**src/common/pma_pkg.sv**
```systemverilog
// Purpose: Shared constants and types for the programmable macrocell array
// Assumes: APB with 32-bit data, 12-bit byte address
// Notes:   Fuse bit set means the array column is connected to the term

package pma_pkg;

    // ----------------------------------------------------------------
    // Array geometry
    // ----------------------------------------------------------------
    localparam int N_CELL = 8;
    localparam int N_IN = 8;
    localparam int PT_PER_CELL = 8;
    localparam int N_PT = N_CELL * PT_PER_CELL;
    localparam int N_SIG = N_IN + N_CELL;
    localparam int N_COL = 2 * N_SIG;
    localparam int PT_OE_IDX = PT_PER_CELL - 1;
    localparam int PT_SUM_IO = PT_PER_CELL - 1;
    localparam int MID_LO = 3;
    localparam int MID_HI = 4;

    // ----------------------------------------------------------------
    // Register map (byte addresses)
    // ----------------------------------------------------------------
    localparam int AW = 12;
    localparam logic [AW-1:0] ADDR_CTRL = 12'h000;
    localparam logic [AW-1:0] ADDR_CFG = 12'h004;
    localparam logic [AW-1:0] ADDR_STAT = 12'h008;
    localparam logic [AW-1:0] ADDR_PINS = 12'h00c;
    localparam logic [3:0] FUSE_PAGE = 4'h1;
    localparam int CTRL_RUN_BIT = 0;
    localparam int CFG_W = 2 + 2 * N_CELL;

    // ----------------------------------------------------------------
    // Reset values
    // ----------------------------------------------------------------
    localparam logic [CFG_W-1:0] CFG_RST = 18'h00000;
    localparam logic [N_COL-1:0] FUSE_RST = 32'h00000000;
    localparam logic [N_CELL-1:0] Q_RST = 8'h00;
    localparam logic [N_CELL-1:0] PIN_RST = 8'hff;
    localparam logic [N_CELL-1:0] OE_RST = 8'h00;
    localparam logic [31:0] DATA_ZERO = 32'h00000000;

    // ----------------------------------------------------------------
    // Configuration word
    // ----------------------------------------------------------------
    typedef struct packed {
        logic [N_CELL-1:0] cell_polarity_local;
        logic [N_CELL-1:0] cell_mode_local;
        logic family_emulation_global;
        logic register_permit_global;
    } pma_cfg_t;

    // Asynchronous pin group, sampled as one vector
    typedef struct packed {
        logic [N_CELL-1:0] io;
        logic oe_n;
        logic clk;
        logic [N_IN-1:0] din;
    } pma_pins_t;

endpackage

```
**src/rtl/pma_array.sv**
```systemverilog
// Purpose: Sum-of-products logic array with eight configurable output cells
// Assumes: Pins asynchronous to I_CLK; fuse map and configuration loaded over APB
// Notes:   Pin outputs lag the array by the sync and output flop stages
//
// Decided for this implementation: the register offsets and the APB interface to the registers.

`timescale 1ns/1ps

// Behaviour
// - Eight cells, four selectable configurations each
// - Each cell ORs at most eight terms
// - Array sees true and complement inputs
// - Empty term high, contradictory term low
// - Registers allowed: clock and enable pins shared
// - Registered cell enabled only by enable pin
// - Combinatorial enable by term or always; input off
// - Input cell uses adjacent pin; ends special
// - Two global bits, sixteen local bits
// - Register permit and family emulation globals
// - Mode bit picks configuration; polarity separate
// - Four muxes; end cells use inverted permit
// - Registered mode: 0,1,0 with eight terms
// - Flip-flop captures polarised sum on clock rise
// - Registered feedback from inverted flip-flop
// - Dedicated output feeds back except middle cells
// - Non-registered: clock, enable pins via end cells
// - Non-registered I/O: seven terms, eighth enables
// - Registered-device I/O: seven terms, own pin back
// - Input mode 1,0,1 with buffer disabled
// - Polarity xor: one high, zero low; registered pins come out one low, zero high
// - Flip-flops reset low, registered pins read high
module pma_array
    import pma_pkg::*;
(
    input wire logic I_CLK,
    input wire logic I_RSTN,
    input wire logic I_PSEL,
    input wire logic I_PENABLE,
    input wire logic I_PWRITE,
    input wire logic [AW-1:0] I_PADDR,
    input wire logic [31:0] I_PWDATA,
    output logic [31:0] O_PRDATA,
    output logic O_PREADY,
    output logic O_PSLVERR,
    input wire logic [N_IN-1:0] I_DIN,
    input wire logic I_PIN_CLK,
    input wire logic I_PIN_OE_N,
    input wire logic [N_CELL-1:0] I_IO,
    output logic [N_CELL-1:0] O_IO,
    output logic [N_CELL-1:0] O_IO_OE
);

    // ----------------------------------------------------------------
    // Pin synchronisers
    // ----------------------------------------------------------------
    pma_pins_t pins_in;
    pma_pins_t sync1_r;
    pma_pins_t sync2_r;
    logic pin_clk_d_r;
    logic [2:0] arm_r;
    logic clk_rise;

    assign pins_in = '{io: I_IO, oe_n: I_PIN_OE_N, clk: I_PIN_CLK, din: I_DIN};

    always_ff @(posedge I_CLK or negedge I_RSTN) begin
        if (!I_RSTN) begin
            sync1_r <= '0;
            sync2_r <= '0;
        end else begin
            sync1_r <= pins_in;
            sync2_r <= sync1_r;
        end
    end

    always_ff @(posedge I_CLK or negedge I_RSTN) begin
        if (!I_RSTN) begin
            pin_clk_d_r <= 1'b0;
            arm_r <= '0;
        end else begin
            pin_clk_d_r <= sync2_r.clk;
            arm_r <= {arm_r[1:0], 1'b1};
        end
    end

    // No edge until the chain holds real samples: a pulled-up pin must not fake a rise
    assign clk_rise = sync2_r.clk & ~pin_clk_d_r & arm_r[2];

    // ----------------------------------------------------------------
    // Register file state
    // ----------------------------------------------------------------
    logic run_r;
    pma_cfg_t cfg_r;
    logic [N_COL-1:0] fuse_r [N_PT];
    logic [N_CELL-1:0] q_r;
    logic [N_CELL-1:0] o_io_r;
    logic [N_CELL-1:0] o_oe_r;

    logic perm;
    logic fam;
    assign perm = cfg_r.register_permit_global;
    assign fam = cfg_r.family_emulation_global;

    // ----------------------------------------------------------------
    // Product terms
    // ----------------------------------------------------------------
    logic [N_CELL-1:0] fb;
    logic [N_SIG-1:0] sig;
    logic [N_COL-1:0] col;
    logic [N_PT-1:0] pt;

    assign sig = {fb, sync2_r.din};

    always_comb begin
        for (int k = 0; k < N_SIG; k++) begin
            col[2*k] = sig[k];
            col[2*k+1] = ~sig[k];
        end
    end

    always_comb begin
        for (int p = 0; p < N_PT; p++) begin
            pt[p] = &(col | ~fuse_r[p]);
        end
    end

    // ----------------------------------------------------------------
    // Output cells
    // ----------------------------------------------------------------
    logic [N_CELL-1:0] reg_mode;
    logic [N_CELL-1:0] cio;
    logic [N_CELL-1:0] dout;
    logic [N_CELL-1:0] din_mode;
    logic [N_CELL-1:0] unsup;
    logic [N_CELL-1:0] sum;
    logic [N_CELL-1:0] comb_out;
    logic [N_CELL-1:0] adj;
    logic [N_CELL-1:0] fb_sel;
    logic [N_CELL-1:0] pin_nxt;
    logic [N_CELL-1:0] oe_nxt;

    for (genvar i = 0; i < N_CELL; i++) begin : g_cell
        logic ml;
        assign ml = cfg_r.cell_mode_local[i];

        // Mode decode from the three selecting bits
        assign reg_mode[i] = ~perm & fam & ~ml;
        assign cio[i] = fam & ml;
        assign dout[i] = perm & ~fam & ~ml;
        assign din_mode[i] = perm & ~fam & ml;
        assign unsup[i] = ~(reg_mode[i] | cio[i] | dout[i] | din_mode[i]);

        // Product-term mux: seven terms in I/O modes, else eight
        assign sum[i] = cio[i] ? (|pt[i*PT_PER_CELL +: PT_SUM_IO])
                               : (|pt[i*PT_PER_CELL +: PT_PER_CELL]);
        assign comb_out[i] = sum[i] ^ ~cfg_r.cell_polarity_local[i];

        // Adjacent pin path
        if (i == 0) begin : g_adj_first
            assign adj[i] = sync2_r.oe_n;
        end else if (i == N_CELL - 1) begin : g_adj_last
            assign adj[i] = sync2_r.clk;
        end else begin : g_adj_mid
            localparam int ADJ = (i < N_CELL / 2) ? i - 1 : i + 1;
            assign adj[i] = sync2_r.io[ADJ];
        end

        // Feedback select, end cells steered by inverted permit
        if (i == 0 || i == N_CELL - 1) begin : g_fsel_end
            assign fb_sel[i] = ~perm;
        end else begin : g_fsel_mid
            assign fb_sel[i] = fam;
        end

        always_comb begin
            if (fb_sel[i]) begin
                fb[i] = ml ? sync2_r.io[i] : ~q_r[i];
            end else if (dout[i] && (i == MID_LO || i == MID_HI)) begin
                fb[i] = 1'b0;
            end else begin
                fb[i] = adj[i];
            end
        end

        // Pin value and enable select
        assign pin_nxt[i] = reg_mode[i] ? ~q_r[i] : comb_out[i];
        always_comb begin
            if (!run_r || unsup[i]) begin
                oe_nxt[i] = 1'b0;
            end else if (reg_mode[i]) begin
                oe_nxt[i] = ~sync2_r.oe_n;
            end else if (cio[i]) begin
                oe_nxt[i] = pt[i*PT_PER_CELL + PT_OE_IDX];
            end else begin
                oe_nxt[i] = dout[i];
            end
        end

        if (i == MID_LO || i == MID_HI) begin : g_mid_chk

        end
    end

    // ----------------------------------------------------------------
    // Cell flip-flops and pin output flops
    // ----------------------------------------------------------------
    always_ff @(posedge I_CLK or negedge I_RSTN) begin
        if (!I_RSTN) begin
            q_r <= Q_RST;
        end else if (clk_rise && !perm) begin
            q_r <= comb_out;
        end
    end

    always_ff @(posedge I_CLK or negedge I_RSTN) begin
        if (!I_RSTN) begin
            o_io_r <= PIN_RST;
            o_oe_r <= OE_RST;
        end else begin
            o_io_r <= pin_nxt;
            o_oe_r <= oe_nxt;
        end
    end

    assign O_IO = o_io_r;
    assign O_IO_OE = o_oe_r;

    // ----------------------------------------------------------------
    // APB slave, zero wait states
    // ----------------------------------------------------------------
    logic setup;
    logic access;
    logic is_fuse;
    logic [5:0] fuse_idx;
    logic hit_err;
    logic [31:0] rd_nxt;
    logic wr_ok_r;
    logic [31:0] prdata_r;
    logic pready_r;
    logic pslverr_r;

    assign setup = I_PSEL & ~I_PENABLE;
    assign access = I_PSEL & I_PENABLE & pready_r;
    assign is_fuse = (I_PADDR[AW-1:8] == FUSE_PAGE);
    assign fuse_idx = I_PADDR[7:2];

    always_comb begin
        rd_nxt = DATA_ZERO;
        hit_err = 1'b0;
        if (I_PADDR[1:0] != 2'b00) begin
            hit_err = 1'b1;
        end else if (is_fuse) begin
            rd_nxt = fuse_r[fuse_idx];
            hit_err = I_PWRITE & run_r;
        end else begin
            case (I_PADDR)
                ADDR_CTRL: rd_nxt[CTRL_RUN_BIT] = run_r;
                ADDR_CFG: begin
                    rd_nxt[CFG_W-1:0] = cfg_r;
                    hit_err = I_PWRITE & run_r;
                end
                ADDR_STAT: begin
                    rd_nxt[N_CELL-1:0] = unsup;
                    rd_nxt[2*N_CELL-1:N_CELL] = reg_mode;
                    rd_nxt[3*N_CELL-1:2*N_CELL] = q_r;
                    hit_err = I_PWRITE;
                end
                ADDR_PINS: begin
                    rd_nxt[N_CELL-1:0] = sync2_r.io;
                    rd_nxt[2*N_CELL-1:N_CELL] = o_oe_r;
                    hit_err = I_PWRITE;
                end
                default: hit_err = 1'b1;
            endcase
        end
    end

    always_ff @(posedge I_CLK or negedge I_RSTN) begin
        if (!I_RSTN) begin
            pready_r <= 1'b0;
            pslverr_r <= 1'b0;
            prdata_r <= DATA_ZERO;
            wr_ok_r <= 1'b0;
        end else if (setup) begin
            pready_r <= 1'b1;
            pslverr_r <= hit_err;
            prdata_r <= (I_PWRITE || hit_err) ? DATA_ZERO : rd_nxt;
            wr_ok_r <= I_PWRITE & ~hit_err;
        end else begin
            pready_r <= 1'b0;
            pslverr_r <= 1'b0;
            prdata_r <= DATA_ZERO;
            wr_ok_r <= 1'b0;
        end
    end

    assign O_PRDATA = prdata_r;
    assign O_PREADY = pready_r;
    assign O_PSLVERR = pslverr_r;

    // Register writes at the access edge
    always_ff @(posedge I_CLK or negedge I_RSTN) begin
        if (!I_RSTN) begin
            run_r <= 1'b0;
        end else if (access && wr_ok_r && I_PADDR == ADDR_CTRL) begin
            run_r <= I_PWDATA[CTRL_RUN_BIT];
        end
    end

    always_ff @(posedge I_CLK or negedge I_RSTN) begin
        if (!I_RSTN) begin
            cfg_r <= CFG_RST;
        end else if (access && wr_ok_r && I_PADDR == ADDR_CFG) begin
            cfg_r <= I_PWDATA[CFG_W-1:0];
        end
    end

    always_ff @(posedge I_CLK or negedge I_RSTN) begin
        if (!I_RSTN) begin
            for (int p = 0; p < N_PT; p++) begin
                fuse_r[p] <= FUSE_RST;
            end
        end else if (access && wr_ok_r && is_fuse) begin
            fuse_r[fuse_idx] <= I_PWDATA;
        end
    end

    // ----------------------------------------------------------------
    // Global checks
    // ----------------------------------------------------------------
    logic rst_done_r;
    always_ff @(posedge I_CLK or negedge I_RSTN) begin
        if (!I_RSTN) begin
            rst_done_r <= 1'b0;
        end else begin
            rst_done_r <= 1'b1;
        end
    end
endmodule

```
**config.mk**
```make
export PLATFORM = sky130hd
export DESIGN_NAME = pma_array
export DESIGN_NICKNAME = d
export VERILOG_FILES = /design/src/common/pma_pkg.sv /design/src/rtl/pma_array.sv
export SDC_FILE = /design/constraint.sdc
export NUM_CORES = 2
export LEC_CHECK = 0
export ABC_CLOCK_PERIOD_IN_PS = 4200
export BUFFER_PORTS_ARGS = -buffer_cell sky130_fd_sc_hd__clkbuf_2
export CAP_MARGIN = 10
export CELL_PAD_IN_SITES_DETAIL_PLACEMENT = 1
export CELL_PAD_IN_SITES_GLOBAL_PLACEMENT = 1
export CORE_MARGIN = 1
export CORE_UTILIZATION = 60
export CTS_BUF_LIST = sky130_fd_sc_hd__clkbuf_4 sky130_fd_sc_hd__clkbuf_8
export CTS_CLUSTER_DIAMETER = 120
export CTS_CLUSTER_SIZE = 40
export DETAILED_ROUTE_END_ITERATION = 7
export PLACE_DENSITY = 0.91
export SLEW_MARGIN = 10
export SYNTH_ARGS = -nofsm -noshare
export SYNTH_HDL_FRONTEND = slang
export SYNTH_SLANG_ARGS = --single-unit
```
**constraint.sdc**
```tcl
create_clock -name I_CLK -period 4.2 [get_ports I_CLK]
set_input_delay 0.42 -clock I_CLK [delete_from_list [all_inputs] [get_ports I_CLK]]
set_output_delay 0.42 -clock I_CLK [all_outputs]
set_load 0.01 [all_outputs]
```
-- Word-level counts from Yosys, hierarchy flattened
Cells that the tools add are included.
- add/sub/neg operators: 0
- $mul: 0
- divide/modulo/power cells: 0
- magnitude comparators: 2
- equal/unequal tests: 4
- shift-type cells: 0
- multiplexer cells: 79
- bitwise logic cells: 256
- reduce and logical (&&, ||, !) cells: 100
- operators by type and width (cell ; number):
    $bwmux 2048 ; 1
    $not 32->32 ; 64
    $or 32x32->32 ; 64
    $reduce_and 32->1 ; 64
    $bmux 32 s6 ; 1
    $demux 32 s6 ; 1
    $mux 32 ; 6
    $reduce_or 8->1 ; 8
    $mux 1 ; 63
    $reduce_or 7->1 ; 8
    $not 1->1 ; 54
    $pmux 15 s3 ; 1
    $and 1x1->1 ; 41
    $eq 12x4->1 const B ; 2
    $mux 24 ; 1
    $or 1x1->1 ; 24
    $eq 12x3->1 const B ; 1
    $logic_not 12->1 ; 1
    $logic_or 1x1->1 ; 9
    $mux 8 ; 1
    $xor 1x1->1 ; 8
    $ge 7x7->1 const B ; 1
    $lt 7x1->1 const B ; 1
    $not 6->7 ; 1
    9 further kinds ; 15
- register bits: 2166
- latch bits: 0
- bits in writable memories: 0
- bits in read-only memories: 0
- input port bits: 67
- output and inout bits: 50
- word-level logic and storage cells: 527
- memories kept: 0

-- Logic depth before layout (Yosys ltp)
- word-level depth: 12
- depth in mapped cells: 13
- depth with buffers taken out: 8

-- Worst setup path after synthesis
No wires, ideal clock.
- path kind: input-to-reg
- start point: input I_PADDR[2]
- end point: register prdata_r[27], in the netlist O_PRDATA[27]
- library setup time: 0.132 ns
- data arrival time: 2.763 ns
- data required time: 4.068 ns
- slack: 1.305 ns
- stages on the path: 10
- buffers on the path: 4
- path through: buf_2 > buf_4 > buf_2 > buf_2 > mux4_2 > mux4_2 > mux2i_1 > nor2_1 > a311oi_1 > nor2_1
- word-level cells in the longest chain between the ends: 8
- elaborated cells on any way between the ends: 17
- those cells by class: eq/ne: 3; mux: 10; bitwise: 1; reduce/logical: 3
- ends and longest elaborated chain (element ; line ; RTL):
    start, declared ; pma_array.sv:40 ; input wire logic [AW-1:0] I_PADDR,
    $not 6->7 (not written as such) or $eq 12x4->1 (tied branches) ; pma_array.sv:252, pma_array.sv:255 ;
    $bmux 32 s6 or $reduce_or 2->1 (tied branches) ; -- ;
    $mux 32 (not written as such) or $pmux 1 s3 (tied branches) ; pma_array.sv:252, pma_array.sv:255 ;
    $mux 32 (not written as such) or $mux 1 (tied branches) ; pma_array.sv:252, pma_array.sv:251 ;
    $mux 8 or $mux 1 (tied branches) ; pma_array.sv:251, pma_array.sv:249 ;
    $mux 32 or $logic_or 1x1->1 (tied branches) ; pma_array.sv:249, pma_array.sv:286 ;
    $mux 32 * ; pma_array.sv:286 ; prdata_r <= (I_PWRITE || hit_err) ? DATA_ZERO : rd_nxt;
    $mux 32 * ; pma_array.sv:283 ; end else if (setup) begin
    end signal, assigned ; pma_array.sv:286 ;
    end, declared ; pma_array.sv:237 ; logic [31:0] prdata_r;
Mark *: on every way between the ends. The rest lies on a longest branch, timed or not. The select of a mux whose other input is x is not followed.
A chain may end at the register's enable or synchronous reset.

-- Worst setup path in the final report
- start point: register sync2_r (netlist bit col[4])
- end point: register q_r[0]
- word-level cells in the longest chain between the ends: 6
- elaborated cells on any way between the ends: 21
- those cells by class: mux: 1; bitwise: 10; reduce/logical: 10
- ends and longest elaborated chain (element ; line ; RTL):
    start, declared ; pma_array.sv:58 ; pma_pins_t sync2_r;
    start signal, assigned ; pma_array.sv:71 ; sync2_r <= sync1_r;
    $not 1->1 ; pma_array.sv:116 ; col[2*k+1] = ~sig[k];
    $or 32x32->32 ; pma_array.sv:122 ; pt[p] = &(col | ~fuse_r[p]);
    $reduce_and 32->1 ; pma_array.sv:122 ;
    $reduce_or 8->1 or $reduce_or 7->1 (tied branches) ; pma_array.sv:154, pma_array.sv:153 ;
    $mux 1 * ; pma_array.sv:153 ; assign sum[i] = cio[i] ? (|pt[i*PT_PER_CELL +: PT_SUM_IO])
    $xor 1x1->1 * ; pma_array.sv:155 ; assign comb_out[i] = sum[i] ^ ~cfg_r.cell_polarity_local[i];
    end signal, assigned ; pma_array.sv:210 ; q_r <= comb_out;
    end, declared ; pma_array.sv:94 ; logic [N_CELL-1:0] q_r;
Mark *: on every way between the ends. The rest lies on a longest branch, timed or not.

==> run summary <==
status: finished, violations left
failing checks: DRC, setup timing
critical hold path startpoint: I_PWDATA[4]
largest net degree at the start of global routing: 136
Post-Syn Instances: 8271
die width: 436.3 µm
Synth Register Bits: 2166
setup slack at placement: -31.40 ps
skew final: 106.8 ps
ys async rst share: 100.0%
first-pass GRT wire length: 782300 µm
via-per-instance ratio: 8.391
CTS tree: done
Leak: 57.91 nW
r2r endpoint: q_r[0]$_DFFE_PN0P_
Synth area leaders: dfrtp_1 (48%), mux2_2 (21%), mux4_2 (12%)
hpwl dp: 399400 µm
Worst Setup Path Type: reg2reg
fin worst setup slack: -162.5 ps
Max Fclk: 229.2 MHz
Worst slew margin: 2.701%
worst slew pin tran: 1459 ps
hold depth: 3
via count: 91139
# rows: 159
GRT Util Overall: 59.71%
max-cap violations: 0
I/O pin cnt: 117
placed cells: 10652
final period utilization: 103.9%
VDD IR-drop max: 0.4776 mV
HP Class: in2reg
power per cell area: 268.8 nW/µm²
startpoint class of the critical path: flop
routability cong.: 1.118
Final ANT Viol Nets: 0
clk root buf: clkbuf_8
layout cells sized above 1: 43.81%
CP required: 5180 ps
final wirelength: 573700 µm
worst r2r src: col[4]$_DFF_PN0_
htree depth: 3
Finished Layout Cells: 10861
Syn Nets: 8338
final hold slack: 9.137 ps
Avg Inst Size Synth: 13.68 µm²
die area: 190400 µm²
worst-skew pair later-pin latency: 1100 ps
area delta synth->final: 6.948%
synth cell count leaders: dfrtp_1 (2158), mux2_2 (2126), mux2i_1 (622)
Setup Viol. Count Final: 4
global route overflow: 0
R2R setup slack: -160 ps
synth unique cells: 80
Core Area: 187600 µm²
Final nets: 8331
synthesized area: 113200 µm²
Yosys top cell by area: dfrtp_1
fin util: 64.52%
Iter 0 DRT Violations: 15388
drt wl/cell: 52.83 µm
initial core utilization: 60.33%
Hold Crit Endpoint: fuse_r[1156]$_DFFE_PN0P_
Max clock buf depth: 3
antenna violations before repair: 96
CTS clock-pin slew for the worst setup and hold paths: 260 ps
crit path max fanout: 15
TritonCTS Buffers: 66
crit end category: flop
Tot Pwr: 32.54 mW
number of global-route vias before repair: 91090
warnings from Yosys: 0
DRC Markers: 22
Port Buffers: 116
Final Slew Violations: 0
Synth top area share: 47.72%
Final Hold Vio Count: 0
Top FF cell, synth: dfrtp_1
DIE HEIGHT: 436.3 µm
sequential cell area fraction in the yosys report: 47.90%
count leader, synth: dfrtp_1
cells on worst reg2reg path: 10
TritonRoute pass-1 iters: 8
Crit path arrival time: 5340 ps
Period minus WS final: 4363 ps
# clock sinks: 2166
number of synthesized flops with an enable pin: 0
## layout by cell type (no fill, tap or decap), types with 71 or more instances in the layout
master,instances
mux4_2,592
mux2_2,2126
buf_4,509
a22oi_1,134
nand2_1,383
a21oi_1,78
nor2b_1,92
nor2_1,126
o21ai_0,85
mux2i_1,621
a221oi_1,71
diode_2,76
dfrtp_1,2146
nand4_1,185
buf_12,93
clkbuf_2,86
nand3_1,121
## cell type report
| type | count | area [µm²] |
|---|---|---|
| diodes | 76 | 190.2 |
| clock buffers | 78 | 1011 |
| clock inverters | 16 | 196.4 |
| fillers | 16928 | 66570 |
| inverters | 30 | 122.6 |
| multi-input cells | 5257 | 55520 |
| flip-flops and latches | 2166 | 54250 |
| well taps | 2495 | 3122 |
| repair buffers | 743 | 6619 |
## critical path, cell delays in order (launching register included)
cell and delay [ps]:
dfrtp_4 980, buf_4 430, mux2i_1 300, nand4_1 350
a31oi_1 540, o2111ai_1 480, nor4_2 500, nor4_2 160
buf_4 200, a31oi_1 160, nand3b_1 120
## metal layers
metal,global-route usage [%],vias to the layer above,share of wire (%)
li1,-,31421,-
met1,72.17,46862,33
met2,81.07,9580,40
met3,28.89,3198,16
met4,47.16,78,11
met5,1.537,-,0.18
## kinds of logic after synthesis
kind of cell | after synthesis | share of synthesized area (%)
AO/OA/AOI/OAI | 739 | 4.987
buffers and inverters | 848 | 3.405
flip-flops | 2166 | 47.90
multiplexers | 3340 | 38.44
other | 1 | 0.003314
AND/OR/NAND/NOR | 1177 | 5.266
## state kept, by name, indices dropped and copies added, names as in the netlist
| name | flops |
|---|---|
| fuse_r | 2048 |
| O_IO | 8 |
| q_r | 8 |
| O_IO_OE | 8 |
| perm | 1 |
| sync1_r | 18 |
| sync2_r | 2 |
| run_r | 1 |
| wr_ok_r | 1 |
| arm_r | 3 |
| pin_clk_d_r | 1 |
| O_PRDATA | 32 |
| O_PREADY | 1 |
| O_PSLVERR | 1 |
| adj | 8 |
| col | 8 |
| fam | 1 |
| cfg_r | 16 |
## stage by stage
step / setup TNS (ps) / area, µm²
floorplan: 0 / 113200
global placement: -39.34 / 119200
detailed placement: -42.92 / 119200
CTS: 0 / 120700
global route: -2.727 / 120900
finish: -449.2 / 121000
## how the worst max path moves through the flow
stage                               startpoint                endpoint  slack [ps]  cells past startpoint
after CTS                     adj[4]$_DFF_PN0_       O_IO[7]$_DFF_PN1_          60                      9
final                         col[4]$_DFF_PN0_      q_r[0]$_DFFE_PN0P_        -160                     10
after detailed placement  cfg_r[7]$_DFFE_PN0P_      q_r[0]$_DFFE_PN0P_         -30                     11
after global placement        adj[4]$_DFF_PN0_       O_IO[0]$_DFF_PN1_         -20                     11
after global routing          col[2]$_DFF_PN0_      q_r[0]$_DFFE_PN0P_          -3                     11
after floorplan                     I_PADDR[2]  O_PRDATA[27]$_DFF_PN0_        1300                     10
## report_power, final
| part | switching, mW | internal [mW] |
|---|---|---|
| logic | 2.18 | 0.714 |
| clock network | 6.88 | 1.74 |
| registers | 0.112 | 20.9 |
## what timing repair did
item                                    4_1_cts  5_1_grt
pin swaps                                     1        0
setup buffers                                 2        3
hold buffers                                 31        2
gates resized for setup                       1        6
endpoints found under the setup margin        2       14
gates cloned                                  0        0
hold endpoints to repair                    190        5
(Power assumes the default switching activity.)
